## config.mk

```make
export PLATFORM = sky130hd
export DESIGN_NAME = qdt_twi
export DESIGN_NICKNAME = d
export VERILOG_FILES = /design/src/hw/qdt_pkg.sv /design/src/hw/qdt_chan.sv /design/src/hw/qdt_twi.sv
export SDC_FILE = /design/constraint.sdc
export NUM_CORES = 1
export LEC_CHECK = 0
export BUFFER_PORTS_ARGS = -buffer_cell sky130_fd_sc_hd__buf_2
export CORE_MARGIN = 2
export CORE_UTILIZATION = 55
export CTS_CLUSTER_DIAMETER = 80
export CTS_CLUSTER_SIZE = 8
export DETAILED_ROUTE_END_ITERATION = 8
export PLACE_DENSITY = 0.75
export SLEW_MARGIN = 30
export SYNTH_ARGS = -nofsm -noshare
export SYNTH_HDL_FRONTEND = slang
export SYNTH_SLANG_ARGS = --single-unit
```

## constraint.sdc

```tcl
create_clock -name mclk -period 6.4 [get_ports mclk]
set_input_delay 0.96 -clock mclk [delete_from_list [all_inputs] [get_ports mclk]]
set_output_delay 0.96 -clock mclk [all_outputs]
set_load 0.005 [all_outputs]
```

## src/hw/qdt_pkg.sv

```systemverilog
// Shared constants for the quad converter two-wire control block.
// Assumes nothing beyond a SystemVerilog compiler; holds no logic.
package qdt_pkg;

  // ************************************************************
  // Sizes
  // ************************************************************
  localparam int          NUM_CH       = 4;
  localparam int          WORD_W       = 16;
  localparam int          FIELD_W      = 12;
  localparam logic [3:0]  BIT_LAST     = 4'h8;

  // ************************************************************
  // Slave address and direction bit
  // ************************************************************
  localparam logic [5:0]  SLAVE_PREFIX = 6'h06;
  localparam logic        DIR_WRITE    = 1'h0;
  localparam logic        DIR_READ     = 1'h1;

  // ************************************************************
  // Data word field positions
  // ************************************************************
  localparam int          MODE_HI_BIT  = 15;
  localparam int          MODE_LO_BIT  = 14;
  localparam int          CLEAR_BIT    = 13;
  localparam int          HOLD_BIT     = 12;
  localparam int          DATA_MSB     = 11;

  // ************************************************************
  // Operating modes and reset values
  // ************************************************************
  localparam logic [1:0]  MODE_NORMAL  = 2'h0;
  localparam logic [1:0]  MODE_PD_1K   = 2'h1;
  localparam logic [1:0]  MODE_PD_100K = 2'h2;
  localparam logic [1:0]  MODE_PD_HIZ  = 2'h3;
  localparam logic [3:0]  PTR_RESET    = 4'h0;
  localparam logic [15:0] RB_DEFAULT   = 16'h2000;
  localparam logic [1:0]  RB_CTL_BITS  = 2'h2;

  // ************************************************************
  // Serial engine states
  // ************************************************************
  typedef enum logic [2:0] {
    ST_IDLE,
    ST_ADDR,
    ST_PTR,
    ST_WDATA,
    ST_RDATA,
    ST_IGNORE
  } qdt_state_e;

endpackage

```

## src/hw/qdt_chan.sv

```systemverilog
// One converter channel: input register, output register, mode and termination selects.
// Assumes commit strobes arrive as single-cycle pulses from the serial engine.
`timescale 1ns/1ps
module qdt_chan #(
  parameter int RES = 12
) (
  // Clock and reset
  input  wire logic           clk,
  input  wire logic           rst_n,
  // Commit strobes
  input  wire logic           wr_sel,
  input  wire logic           clear,
  input  wire logic           update,
  input  wire logic [RES-1:0] wr_code,
  input  wire logic [1:0]     wr_mode,
  // Channel state
  output logic      [RES-1:0] in_code_q,
  output logic      [RES-1:0] out_code_q,
  output logic      [1:0]     mode_q,
  output logic                amp_en_q,
  output logic                term_1k_q,
  output logic                term_100k_q
);

  logic           dirty_q;
  wire  logic     wr_go    = wr_sel & ~clear;
  wire  logic     dirty_nx = dirty_q | wr_go;
  wire  logic     load_out = update & dirty_nx;
  wire  logic [RES-1:0] in_d = clear ? '0 : (wr_go ? wr_code : in_code_q);

  // ************************************************************
  // Registers
  // ************************************************************
  // Mode changes never touch the output code, so leaving power-down restores it.
  always_ff @(posedge clk or negedge rst_n) begin
    if (!rst_n) begin
      in_code_q  <= '0;
      out_code_q <= '0;
      dirty_q    <= 1'h0;
      mode_q     <= qdt_pkg::MODE_NORMAL;
    end else begin
      in_code_q  <= in_d;
      dirty_q    <= (clear | load_out) ? 1'h0 : dirty_nx;
      out_code_q <= clear ? '0 : (load_out ? in_d : out_code_q);
      mode_q     <= wr_sel ? wr_mode : mode_q;
    end
  end

  // The termination selects are registered so the pins never glitch on a mode write.
  always_ff @(posedge clk or negedge rst_n) begin
    if (!rst_n) begin
      amp_en_q    <= 1'h1;
      term_1k_q   <= 1'h0;
      term_100k_q <= 1'h0;
    end else begin
      amp_en_q    <= (mode_q == qdt_pkg::MODE_NORMAL);
      term_1k_q   <= (mode_q == qdt_pkg::MODE_PD_1K);
      term_100k_q <= (mode_q == qdt_pkg::MODE_PD_100K);
    end
  end
endmodule // qdt_chan

```

## src/hw/qdt_twi.sv

```systemverilog
// Two-wire slave control for a quad converter: serial engine, pointer and channel banks.
// Assumes scl_in and sda_in come from pins; sda_oe pulls the open-drain line low.
//
// Overview of operation
// - Address byte with write bit 0 opens a write; device acknowledges it.
// - Pointer byte follows the address in a write and is acknowledged.
// - Repeated start with read bit 1 is acknowledged; transmit follows.
// - Read returns two bytes of the selected channel register.
// - Master acknowledge after second byte repeats the same byte pair.
// - Read without pointer byte reuses the stored pointer.
// - Readback uses write layout; don't-care positions read as zero.
// - Input registers load only after a complete valid write.
// - Hold bit 1 keeps output registers; input registers take the code.
// - Hold bit 0 copies input to output registers at write completion.
// - Simultaneous update reloads only channels written since their last update.
// - Bits 15 and 14 select the mode of addressed channels.
// - Modes: normal, 1k pull-down, 100k pull-down, three-state.
// - Power-down disconnects the amplifier and selects the termination.
// - Power-down leaves output register contents intact.
// - Device answers only to the address set by its select pin.
// - Address is fixed six-bit prefix plus select pin level.
// - Word: mode bits, clear bit 13, hold bit 12, left-justified data.
// - Clear bit 0 zeroes all input and output registers.
// - Each pointer bit selects a channel; several take the same word.
`timescale 1ns/1ps
module qdt_twi #(
  parameter int RES = 12
) (
  // Clock and reset
  input  wire logic                          mclk,
  input  wire logic                          rst_b,
  // Two-wire bus
  input  wire logic                          scl_in,
  input  wire logic                          sda_in,
  output logic                               sda_out,
  output logic                               sda_oe,
  // Strap
  input  wire logic                          addr_select_pin,
  // Channel outputs
  output logic [qdt_pkg::NUM_CH*RES-1:0]     dac_code,
  output logic [qdt_pkg::NUM_CH-1:0]         powerdown_sel_hi,
  output logic [qdt_pkg::NUM_CH-1:0]         powerdown_sel_lo,
  output logic [qdt_pkg::NUM_CH-1:0]         amp_en,
  output logic [qdt_pkg::NUM_CH-1:0]         term_1k_en,
  output logic [qdt_pkg::NUM_CH-1:0]         term_100k_en
);

  localparam int PAD = qdt_pkg::FIELD_W - RES;

  if (!(RES == 8 || RES == 10 || RES == 12)) begin : g_bad_res
    $error("qdt_twi: RES must be 8, 10 or 12");
  end

  // ************************************************************
  // Reset and input synchronisers
  // ************************************************************
  logic rst_m_q;
  logic rst_n_q;

  always_ff @(posedge mclk or negedge rst_b) begin
    if (!rst_b) begin
      rst_m_q <= 1'h0;
      rst_n_q <= 1'h0;
    end else begin
      rst_m_q <= 1'h1;
      rst_n_q <= rst_m_q;
    end
  end

  logic scl_m_q;
  logic scl_s_q;
  logic scl_p_q;
  logic sda_m_q;
  logic sda_s_q;
  logic sda_p_q;
  logic asel_m_q;
  logic asel_s_q;

  // Bus lines idle high, so the clock and data synchronisers reset high to avoid a false start.
  always_ff @(posedge mclk or negedge rst_n_q) begin
    if (!rst_n_q) begin
      scl_m_q  <= 1'h1;
      scl_s_q  <= 1'h1;
      scl_p_q  <= 1'h1;
      sda_m_q  <= 1'h1;
      sda_s_q  <= 1'h1;
      sda_p_q  <= 1'h1;
      asel_m_q <= 1'h0;
      asel_s_q <= 1'h0;
    end else begin
      scl_m_q  <= scl_in;
      scl_s_q  <= scl_m_q;
      scl_p_q  <= scl_s_q;
      sda_m_q  <= sda_in;
      sda_s_q  <= sda_m_q;
      sda_p_q  <= sda_s_q;
      asel_m_q <= addr_select_pin;
      asel_s_q <= asel_m_q;
    end
  end

  wire logic start_seen = scl_s_q & scl_p_q & sda_p_q & ~sda_s_q;
  wire logic stop_seen  = scl_s_q & scl_p_q & ~sda_p_q & sda_s_q;
  wire logic scl_rise   = scl_s_q & ~scl_p_q;
  wire logic scl_fall   = ~scl_s_q & scl_p_q;

  // ************************************************************
  // Serial engine state
  // ************************************************************
  qdt_pkg::qdt_state_e state_q, state_d;
  logic [3:0]  bit_cnt_q, bit_cnt_d;
  logic [7:0]  shift_q, shift_d;
  logic        ack_ph_q, ack_ph_d;
  logic        sda_oe_d;
  logic [3:0]  ptr_q, ptr_d;
  logic [7:0]  hi_q, hi_d;
  logic [7:0]  lo_q, lo_d;
  logic        wbyte_q, wbyte_d;
  logic        rbyte_q, rbyte_d;
  logic        pend_q, pend_d;

  wire logic [6:0] my_addr    = {qdt_pkg::SLAVE_PREFIX, asel_s_q};
  wire logic       addr_match = (shift_q[7:1] == my_addr);
  wire logic       byte_done  = scl_fall & ~ack_ph_q & (bit_cnt_q == qdt_pkg::BIT_LAST);
  wire logic       in_read    = (state_q == qdt_pkg::ST_RDATA);

  // ************************************************************
  // Readback word
  // ************************************************************
  logic [qdt_pkg::NUM_CH*RES-1:0] in_codes;
  logic [qdt_pkg::NUM_CH*2-1:0]   modes;
  logic [15:0]                    rb_acc [qdt_pkg::NUM_CH+1];

  assign rb_acc[0] = '0;
  for (genvar i = 0; i < qdt_pkg::NUM_CH; i++) begin : g_rb
    wire logic [11:0] field = 12'(in_codes[i*RES +: RES]) << PAD;
    wire logic [15:0] word  = {modes[2*i +: 2], qdt_pkg::RB_CTL_BITS, field};
    assign rb_acc[i+1] = rb_acc[i] | (ptr_q[i] ? word : 16'h0000);
  end

  // No channel or several channels selected reads the power-on pattern.
  wire logic [15:0] rb_word = $onehot(ptr_q) ? rb_acc[qdt_pkg::NUM_CH] : qdt_pkg::RB_DEFAULT;
  wire logic [7:0]  tx_byte = rbyte_q ? rb_word[7:0] : rb_word[15:8];
  wire logic [2:0]  tx_idx  = 3'h7 - bit_cnt_q[2:0];

  // ************************************************************
  // Next-state logic
  // ************************************************************
  always_comb begin
    state_d   = state_q;
    bit_cnt_d = bit_cnt_q;
    shift_d   = shift_q;
    ack_ph_d  = ack_ph_q;
    sda_oe_d  = sda_oe;
    ptr_d     = ptr_q;
    hi_d      = hi_q;
    lo_d      = lo_q;
    wbyte_d   = wbyte_q;
    rbyte_d   = rbyte_q;
    pend_d    = pend_q;
    if (stop_seen || start_seen) begin
      state_d   = stop_seen ? qdt_pkg::ST_IDLE : qdt_pkg::ST_ADDR;
      bit_cnt_d = 4'h0;
      ack_ph_d  = 1'h0;
      sda_oe_d  = 1'h0;
      pend_d    = 1'h0;
    end else if (scl_rise) begin
      if (!ack_ph_q && bit_cnt_q != qdt_pkg::BIT_LAST) begin
        shift_d   = {shift_q[6:0], sda_s_q};
        bit_cnt_d = bit_cnt_q + 4'h1;
      end else if (ack_ph_q && in_read && sda_s_q) begin
        state_d = qdt_pkg::ST_IGNORE;
      end
    end else if (byte_done) begin
      ack_ph_d  = 1'h1;
      bit_cnt_d = 4'h0;
      sda_oe_d  = 1'h0;
      case (state_q)
        qdt_pkg::ST_ADDR: begin
          if (addr_match) begin
            sda_oe_d = 1'h1;
            rbyte_d  = 1'h0;
            state_d  = (shift_q[0] == qdt_pkg::DIR_READ) ? qdt_pkg::ST_RDATA
                                                        : qdt_pkg::ST_PTR;
          end else begin
            state_d = qdt_pkg::ST_IGNORE;
          end
        end
        qdt_pkg::ST_PTR: begin
          sda_oe_d = 1'h1;
          ptr_d    = shift_q[3:0];
          wbyte_d  = 1'h0;
          state_d  = qdt_pkg::ST_WDATA;
        end
        qdt_pkg::ST_WDATA: begin
          sda_oe_d = 1'h1;
          wbyte_d  = ~wbyte_q;
          if (!wbyte_q) begin
            hi_d = shift_q;
          end else begin
            lo_d   = shift_q;
            pend_d = 1'h1;
          end
        end
        qdt_pkg::ST_RDATA: begin
          rbyte_d = ~rbyte_q;
        end
        default: begin
          sda_oe_d = 1'h0;
        end
      endcase
    end else if (scl_fall && ack_ph_q) begin
      ack_ph_d = 1'h0;
      sda_oe_d = in_read & ~tx_byte[7];
    end else if (scl_fall && in_read) begin
      sda_oe_d = ~tx_byte[tx_idx];
    end
  end

  always_ff @(posedge mclk or negedge rst_n_q) begin
    if (!rst_n_q) begin
      state_q   <= qdt_pkg::ST_IDLE;
      bit_cnt_q <= 4'h0;
      shift_q   <= 8'h00;
      ack_ph_q  <= 1'h0;
      sda_oe    <= 1'h0;
      sda_out   <= 1'h0;
      ptr_q     <= qdt_pkg::PTR_RESET;
      hi_q      <= 8'h00;
      lo_q      <= 8'h00;
      wbyte_q   <= 1'h0;
      rbyte_q   <= 1'h0;
      pend_q    <= 1'h0;
    end else begin
      state_q   <= state_d;
      bit_cnt_q <= bit_cnt_d;
      shift_q   <= shift_d;
      ack_ph_q  <= ack_ph_d;
      sda_oe    <= sda_oe_d;
      sda_out   <= 1'h0;
      ptr_q     <= ptr_d;
      hi_q      <= hi_d;
      lo_q      <= lo_d;
      wbyte_q   <= wbyte_d;
      rbyte_q   <= rbyte_d;
      pend_q    <= pend_d;
    end
  end

  // ************************************************************
  // Commit and channel banks
  // ************************************************************
  // The word is applied when the write ends, so a cut-short write leaves the channel registers untouched.
  wire logic [15:0]    cw      = {hi_q, lo_q};
  wire logic           commit  = (stop_seen | start_seen) & pend_q;
  wire logic           clr_go  = commit & ~cw[qdt_pkg::CLEAR_BIT];
  wire logic           upd_go  = commit & cw[qdt_pkg::CLEAR_BIT] & ~cw[qdt_pkg::HOLD_BIT];
  wire logic [RES-1:0] wr_code = cw[qdt_pkg::DATA_MSB -: RES];
  wire logic [1:0]     wr_mode = cw[qdt_pkg::MODE_HI_BIT:qdt_pkg::MODE_LO_BIT];

  for (genvar i = 0; i < qdt_pkg::NUM_CH; i++) begin : g_ch
    logic [1:0] mode_i;
    qdt_chan #(
      .RES (RES)
    ) u_chan (
      .clk         (mclk),
      .rst_n       (rst_n_q),
      .wr_sel      (commit & ptr_q[i]),
      .clear       (clr_go),
      .update      (upd_go),
      .wr_code     (wr_code),
      .wr_mode     (wr_mode),
      .in_code_q   (in_codes[i*RES +: RES]),
      .out_code_q  (dac_code[i*RES +: RES]),
      .mode_q      (mode_i),
      .amp_en_q    (amp_en[i]),
      .term_1k_q   (term_1k_en[i]),
      .term_100k_q (term_100k_en[i])
    );
    assign modes[2*i +: 2]     = mode_i;
    assign powerdown_sel_hi[i] = mode_i[1];
    assign powerdown_sel_lo[i] = mode_i[0];
  end
endmodule // qdt_twi

```

==> results of run 1 <==
-- final cells by class --
type	instances	area (um^2)	area share
tap	172	215	0.0263
clock inverter	9	161	0.0197
multi-input combinational	331	2580	0.315
clock buffer	23	478	0.0585
sequential	170	4270	0.522
inverter	11	41.3	0.00505
timing repair buffer	79	434	0.0531
-- cells by family (layout without fill, tap and decap cells) --
| logic type | count (synthesis) | after routing | share of synthesized area |
|---|---|---|---|
| fa+ha+maj | 6 | 6 | 0.0116 |
| simple gates | 131 | 131 | 0.0929 |
| buf+inv | 53 | 122 | 0.0409 |
| xor+xnor | 4 | 4 | 0.00492 |
| compound gates | 109 | 109 | 0.121 |
| mux | 79 | 79 | 0.129 |
| other cells | 2 | 2 | 0.00105 |
| flops | 170 | 170 | 0.599 |
-- registers in the layout, indices dropped and copies added, names as in the netlist, 3 cells and up --
| signal | cells |
|---|---|
| ptr_q | 4 |
| g_ch.u_chan.mode_q | 8 |
| g_ch.u_chan.amp_en_q | 4 |
| g_ch.u_chan.term_1k_q | 4 |
| lo_q | 8 |
| state_q | 3 |
| shift_q | 8 |
| bit_cnt_q | 4 |
| hi_q | 8 |
| g_ch.u_chan.out_code_q | 48 |
| g_ch.u_chan.in_code_q | 48 |
| g_ch.u_chan.dirty_q | 4 |
| g_ch.u_chan.term_100k_q | 4 |
-- Yosys cell counts, drive strengths merged (10+ instances only) --
cell type / instances
a22o: 49
a22oi: 10
buf: 28
clkbuf: 14
dfrtp: 160
dfstp: 10
inv: 11
mux2: 78
nand2: 51
nor2: 26
nor2b: 11
o21ai: 10
-- critical path, cell delays in order, from the launching register on --
cell      delay [ns]
dfrtp_1         0.76
inv_1           0.20
fa_1            0.58
inv_1           0.04
ha_1            0.17
ha_1            0.28
nor3b_1         0.45
a311oi_1        0.17
a31oi_1         0.18
nor4_1          0.08
a211o_1         0.28
a221oi_1        0.26
-- metal layers --
metal | vias to the layer above | part of all wire
met3 | 24 | 0.078
li1 | 2103 | -
met4 | 0 | 0.022
met5 | - | 0
met1 | 2370 | 0.45
met2 | 192 | 0.45
-- final timing paths --
| kind | end | slack [ns] | cells past startpoint |
|---|---|---|---|
| worst max-delay path | sda_oe | 2.83 | 11 |
| worst min register to register | asel_s_q | 0.31 | 0 |
| worst min-delay path | rst_n_q | 0.30 | 1 |
| min in group mclk | asel_s_q | 0.35 | 0 |
| worst max register to register | sda_oe | 2.83 | 11 |
| max in group asynchronous | g_ch[1].u_chan.out_code_q[6] | 5.00 | 1 |
-- power groups by stage --
stage / Clock, uW / Combinational [uW] / Sequential (uW)
finish: 1100 / 102 / 1160
global route: 1160 / 116 / 1160
CTS: 1110 / 103 / 1160
detailed placement: 0 / 101 / 1180
global placement: 0 / 91.1 / 1180
floorplan: 0 / 72.2 / 1160
-- per-stage QoR --
| step | cell area [um^2] | setup slack (ns) |
|---|---|---|
| floorplan | 7120 | 1.33 |
| global placement | 7490 | 3.03 |
| detailed placement | 7530 | 2.84 |
| finish | 8180 | 2.83 |
| global route | 8180 | 2.55 |
| CTS | 8170 | 2.82 |
-- cells in the final DEF, fill, tap and decap left out, drive strengths merged, types with 4 or more instances in the layout --
master,netlist,routed
dfrtp,160,160
buf,28,79
mux2,78,78
nand2,51,51
a22o,49,49
nor2,26,26
clkbuf,14,23
inv,11,12
nor2b,11,11
a22oi,10,10
dfstp,10,10
o21ai,10,10
nand3,9,9
nor3,9,9
a21oi,9,9
a222oi,8,8
nand4,6,6
ha,5,5
o21bai,4,4
bufinv,0,4
and3,4,4
==> results.cfg, run 1 <==
[synthesis]
async_flop_share = 1.00
syn_area_mm2 = 0.00712
syn_nets = 565
syn_avg_cell_area_um2 = 12.9
yosysSeqAreaShare = 0.599
yosys-top-cells-area = dfrtp_1 56%, mux2_2 11%, a22o_1 6.0%
ys_seq_elements = 170
yosysTopAreaCellShare = 0.562
synth_area_leader_cell = dfrtp_1
ys_types = 57
synth_top_flop_cell = dfrtp_1
synth-edff-count = 0
syn_inst = 554
synth_warnings = 0

[timing]
finalCritPeriodShare = 0.558
finalClockSkew_ns = 0.00618
drv_slew = 0
setup_viol = 0
worst_pin_slew_ns = 0.938
whs_ns = 0.302
post-route-min-period_ns = 3.57
fmax_ghz = 0.280
fin_setup_tns_ns = 0
finalHoldViolations = 0
grt_setup_unrepaired = false
slew_headroom = 0.370

[worst_setup_path]
worstPathMaxFanout = 19
r2r_start = ptr_q[0]
worstPathArrival_ns = 3.89
crit_path_start = ptr_q[0]
crit_path_end_kind = flop
worst-setup-path-type = reg2reg
cp.required_ns = 6.72
startpoint_type = flop

[power_and_ir_drop]
clockPowerShare = 0.465
switchingPower_uw = 524
power.share.switching = 0.222
finalPower_uw = 2360
pwr-share-comb = 0.043
p_leak_uw = 0.00412
peakVddDrop_mv = 0.203
p_int_uw = 1830
pwr_density_cell_mw_per_mm2 = 288
sequentialPowerShare = 0.491

[global_route]
grt.overflow.total = 0
use_met2 = 0.349
grt_pass1_wl_um = 26000
met3_usage = 0.0610
grtUsageTotal = 0.244
grt_pass1_vias = 4657
use_met1 = 0.358
antenna_found_initial = 0
grt_max_degree = 84
busiest_layer = met1

[placed_design]
portBuffers = 73
hpwl_um = 10900
gp_routability_congestion = 0.927
dpl.cell_count = 763

[cts]
clk_latency_ns = 0.43
hold_buffers = 0
cts_num_sinks = 170
cts_root_buffer = clkbuf_16
ctsResizeCount = 0
cts_tree = done
cts.path.max_buffers = 2
cts_made_buffers = 17
clk_pin_slew_ns = 0.06
postCtsSetupRepairBufs = 0
htreeDepth = 4

[drt]
drt_iter0_markers = 505
wl_um = 15900
vias = 4689
post_drt_wl_per_cell_um = 20.0
antenna_left = 0
drcViolationCount = 0
drtPass1Iterations = 8
drt-vias-per-instance = 5.90

[cells_and_area]
drive_above_1_share = 0.334
final_net_count = 621
final_util = 0.648
synthToLayoutAreaGrowth_pct = 14.8
fillers = 961
antenna_cells = 0
fin_cells = 795

[min_path]
hp-class = in2async

[job]
maxCapViolCount = 0

[floorplanning]
die_y_um = 118
die_area_mm2 = 0.0139
core_mm2 = 0.0126
start_util = 0.564
die_w_um = 118
ioPinCount = 75
rows = 41

[status]
outcome = finished clean
No activity file was read; power rests on OpenSTA's default activity.
==> run 2, diff against run 1 <==
==> constraint.sdc (replaced) <==
create_clock -name mclk -period 3.45 [get_ports mclk]
set_input_delay 0.5175 -clock mclk [delete_from_list [all_inputs] [get_ports mclk]]
set_output_delay 0.5175 -clock mclk [all_outputs]
set_load 0.005 [all_outputs]
==> results.cfg, run 2 (synthesized netlist as in run 1, its figures left out) <==
[cells_and_area]
regArea_mm2 = 0.00427
layout_commonest_cell = dfrtp_1
fillers = 956
fin_cells = 803
drive_above_1_share = 0.341
largestRegisters = g_ch.u_chan.in_code_q: 48 flops, g_ch.u_chan.out_code_q: 48 flops
multi_input_area_mm2 = 0.00257
final_net_count = 630
layout_common_cells = 159 x dfrtp_1, 73 x buf_2, 70 x mux2_2, 50 x nand2_1, 49 x a22o_1
synthToLayoutAreaGrowth_pct = 14.7
antenna_cells = 0

[worst_setup_path]
r2r_start = ptr_q[0]
crit_path_end_kind = flop
crit_buf_inv = 2
r2r_slack_ns = 0.45
cpPeakStageDelay_ns = 0.54
startpoint_type = flop
worstPathMaxFanout = 5
crit_chain = inv_1 > fa_1 > inv_1 > ha_1 > ha_1 > nor3b_1 > a311oi_1 > a31oi_1 > nor4_1 > a211o_1 > a221oi_1
cp.required_ns = 3.78
crit_slowest_cell = fa_1
r2r_cells = 11
cp_top_family = adder cells
worst-setup-path-type = reg2reg
worstPathArrival_ns = 3.32
r2r_end = sda_oe

[timing]
drv_slew = 0
finalCritPeriodShare = 0.869
post-route-min-period_ns = 3.00
worst_pin_slew_ns = 0.983
setup_viol = 0
grt_setup_unrepaired = false
fin_setup_tns_ns = 0
finalClockSkew_ns = 0.00936
finalHoldViolations = 0
fmax_ghz = 0.334
slew_headroom = 0.340

[cts]
cts_tree = done
cts.path.max_buffers = 2
clk_latency_ns = 0.43
cts_root_buffer = clkbuf_16
ctsResizeCount = 0
clk_pin_slew_ns = 0.06
cts_made_buffers = 17
htreeDepth = 4
cts_num_sinks = 170

[global_route]
grt.overflow.total = 0
grt_max_degree = 66
grt_pass1_wl_um = 25500
grtUsageTotal = 0.239
grt_pass1_vias = 4622
antenna_found_initial = 0

[placed_design]
dpl.cell_count = 771
portBuffers = 73
gp_routability_congestion = 0.915
hpwl_um = 10800

[min_path]
holdPathStages = 1
worstHoldStart = sda_in
min_to = sda_m_q
hp-class = in2reg

[floorplanning]
start_util = 0.564
rows = 41
ioPinCount = 75
die_area_mm2 = 0.0139
die_y_um = 118
die_w_um = 118
core_mm2 = 0.0126

[drt]
wl_um = 15800
drtPass1Iterations = 5
vias = 4729
antenna_left = 0
drt_iter0_markers = 446
drcViolationCount = 0
drt-vias-per-instance = 5.89
post_drt_wl_per_cell_um = 19.7

[power_and_ir_drop]
peakVddDrop_mv = 0.420
p_leak_uw = 0.00413
pwr_density_cell_mw_per_mm2 = 514

[status]
outcome = finished clean

[job]
maxCapViolCount = 0
==> run 2: cell count changes in the layout (fill, tap and decap cells not counted), moves of 3 or more <==
cell        delta
buf_4          +9
inv_6          +4
a21oi_1        +3
a21oi_2        -3
clkinvlp_4     +3
==> run 2: timing repair <==
action                    4_1_cts  5_1_grt
hold buffers                    1        0
hold endpoints to repair        2        0
buffers inserted                0        0
==> run 2: per-layer routing <==
metal  vias up  wire length [um]  GRT usage
met5         -                 0          0
li1       2131                 -          -
met1      2325              7060      0.348
met2       248              7140      0.347
met4         0               281     0.0813
met3        25              1360     0.0688
==> run 2: final cells by class <==
type                    count  area share
repair buffers             88      0.0603
inverters                  11     0.00505
multi-input cells         331       0.314
flip-flops and latches    170       0.523
well taps                 172      0.0263
clock inverters            12      0.0170
clock buffers              19      0.0542
==> run 2: worst max-delay path by stage <==
stage	startpoint	endpoint	slack [ns]	cells past startpoint
6_report	ptr_q[0]	sda_oe	0.45	11
5_1_grt	ptr_q[0]	sda_oe	0.17	11
4_1_cts	ptr_q[0]	sda_oe	0.47	11
3_5_place_dp	ptr_q[0]	sda_oe	0.48	11
3_3_place_gp	ptr_q[0]	sda_oe	0.62	11
2_1_floorplan	ptr_q[0]	sda_oe	0.43	12
==> run 2: worst register-to-register path: cells and delay by family, from the launching register on <==
kind / cells / cell delay [ns]
adder cells (fa/ha/maj): 3 / 0.99
AO/OA/AOI/OAI: 4 / 0.89
AND/OR/NAND/NOR: 2 / 0.55
flip-flops: 1 / 0.34
buffers and inverters: 2 / 0.12
==> run 2: per-stage QoR <==
step	instance area [um^2]	utilization	total power (uW)	hold WS [ns]	worst slack, ns
6_report	8170	0.647	4200	0.188	0.452
5_1_grt	8170	0.647	4350	0.173	0.169
4_1_cts	8170	0.647	4230	0.174	0.470
3_5_place_dp	7570	0.600	2370	0.305	0.482
3_3_place_gp	7570	0.600	2360	0.302	0.615
2_1_floorplan	7120	-	2290	0.222	0.427
==> run 2: report_power, final <==
group          internal, uW  switching, uW  total (uW)  leakage [uW]
clock                  1090            780        1870      0.000273
sequential             2040            105        2150       0.00231
combinational          75.7            105         181       0.00155
==> run 3, diff against run 2 <==
--- a/config.mk
+++ b/config.mk
@@ -11,6 +11,7 @@
 export CTS_CLUSTER_DIAMETER = 80
 export CTS_CLUSTER_SIZE = 8
 export DETAILED_ROUTE_END_ITERATION = 8
+export MAX_ROUTING_LAYER = met4
 export PLACE_DENSITY = 0.75
 export SLEW_MARGIN = 30
 export SYNTH_ARGS = -nofsm -noshare
==> results.cfg, run 3 (synthesized netlist as in run 1, its figures left out) <==
[worst_setup_path]
r2r_start = ptr_q[0]
crit_path_end_kind = flop
cp.required_ns = 3.78
worstPathMaxFanout = 5
crit_path_start = ptr_q[0]
endpoint = sda_oe
worstPathArrival_ns = 3.30
worst-setup-path-type = reg2reg
r2r_end = sda_oe
startpoint_type = flop
r2r_cells = 11
r2r_slack_ns = 0.48

[drt]
antenna_left = 0
drcViolationCount = 0
vias = 4723
drt-vias-per-instance = 5.87
drt_iter0_markers = 451
wl_um = 16000
post_drt_wl_per_cell_um = 19.9
drtPass1Iterations = 6

[cells_and_area]
layout_commonest_cell = dfrtp_1
antenna_cells = 0
final_net_count = 631
synthToLayoutAreaGrowth_pct = 15.0
fillers = 988
drive_above_1_share = 0.342
layout_common_cells = 159 x dfrtp_1, 73 x buf_2, 70 x mux2_2, 50 x nand2_1, 49 x a22o_1
largestRegisters = g_ch.u_chan.in_code_q: 48 flops, g_ch.u_chan.out_code_q: 48 flops
fin_cells = 804

[global_route]
grt.overflow.total = 0
grtUsageTotal = 0.253
grt_max_degree = 74
grt_pass1_wl_um = 26100
grt_pass1_vias = 4674
antenna_found_initial = 0

[timing]
fmax_ghz = 0.336
slew_headroom = 0.363
whs_ns = 0.185
post-route-min-period_ns = 2.97
worst_pin_slew_ns = 0.949
drv_slew = 0
finalClockSkew_ns = 0.00843
finalHoldViolations = 0
grt_setup_unrepaired = false
fin_setup_tns_ns = 0
setup_viol = 0
finalCritPeriodShare = 0.862

[cts]
htreeDepth = 4
cts_made_buffers = 17
cts.path.max_buffers = 2
postCtsSetupRepairBufs = 0
cts_num_sinks = 170
cts_tree = done
cts_root_buffer = clkbuf_16
clk_latency_ns = 0.43
clk_pin_slew_ns = 0.06

[placed_design]
hpwl_um = 11000
portBuffers = 73
dpl.cell_count = 771
gp_routability_congestion = 0.930

[floorplanning]
rows = 41
start_util = 0.564
die_w_um = 118
die_area_mm2 = 0.0139
ioPinCount = 75
core_mm2 = 0.0126
die_y_um = 118

[power_and_ir_drop]
pwr_density_cell_mw_per_mm2 = 512
peakVddDrop_mv = 0.385
p_leak_uw = 0.00414

[status]
outcome = finished clean

[min_path]
hp-class = in2reg

[job]
maxCapViolCount = 0
==> run 3: cell count changes in the layout (fill, tap and decap cells not counted), sizes merged <==
cell,previous run,this run
buf,87,88
clkbuf,19,18
clkinv,2,4
clkinvlp,4,5
inv,15,13
==> run 3: report_power, final <==
part	switching, uW	internal [uW]	total [uW]
clock	779	1080	1860
combinational	111	78.6	189
sequential	96.7	2050	2140
==> run 3: layout make-up <==
| cell class | instances | area [um^2] | share of cell area |
|---|---|---|---|
| clock buffer | 18 | 439 | 0.0536 |
| inverter | 11 | 41.3 | 0.00504 |
| tap | 172 | 215 | 0.0263 |
| timing repair buffer | 89 | 513 | 0.0626 |
| multi-input combinational | 331 | 2560 | 0.313 |
| clock inverter | 13 | 145 | 0.0177 |
| sequential | 170 | 4270 | 0.521 |
==> run 3: how the worst min path moves through the flow <==
stage	slack [ns]	from	to	depth (start not counted)
4_1_cts	0.17	sda_in	sda_m_q	1
6_report	0.18	sda_in	sda_m_q	1
3_3_place_gp	0.30	rst_b	rst_m_q	1
3_5_place_dp	0.30	rst_b	rst_m_q	1
2_1_floorplan	0.22	rst_b	rst_m_q	0
5_1_grt	0.17	scl_in	scl_m_q	1
==> run 3: repair_timing <==
| action | 4_1_cts | 5_1_grt |
|---|---|---|
| endpoints found under the hold margin | 2 | 0 |
| hold buffers | 1 | 0 |
| gates resized for setup | 0 | 0 |
| endpoints found under the setup margin | 0 | 0 |
==> run 3: worst max-delay path, stage by stage (launching register included) <==
cell and delay (ns):
dfrtp_1 0.35, inv_1 0.09, fa_1 0.53, inv_1 0.04
ha_1 0.17, ha_1 0.29, nor3b_1 0.46, a311oi_1 0.17
a31oi_1 0.17, nor4_1 0.07, a211o_1 0.27, a221oi_1 0.27
==> run 3: metal layers <==
metal / vias up / track usage / wire, um
met5: - / - / 0
met4: 0 / 0.0956 / 389
met3: 34 / 0.0722 / 1340
met2: 223 / 0.361 / 7290
met1: 2339 / 0.348 / 6990
li1: 2127 / - / -
==> run 3: per-stage QoR <==
| stage | setup slack [ns] | cell area (um^2) | total power, uW | utilization |
|---|---|---|---|---|
| after global routing | 0.208 | 8190 | 4360 | 0.649 |
| after global placement | 0.603 | 7570 | 2360 | 0.600 |
| after CTS | 0.475 | 8170 | 4220 | 0.647 |
| final | 0.476 | 8190 | 4190 | 0.649 |
| after detailed placement | 0.497 | 7570 | 2360 | 0.600 |
| after floorplan | 0.427 | 7120 | 2290 | - |
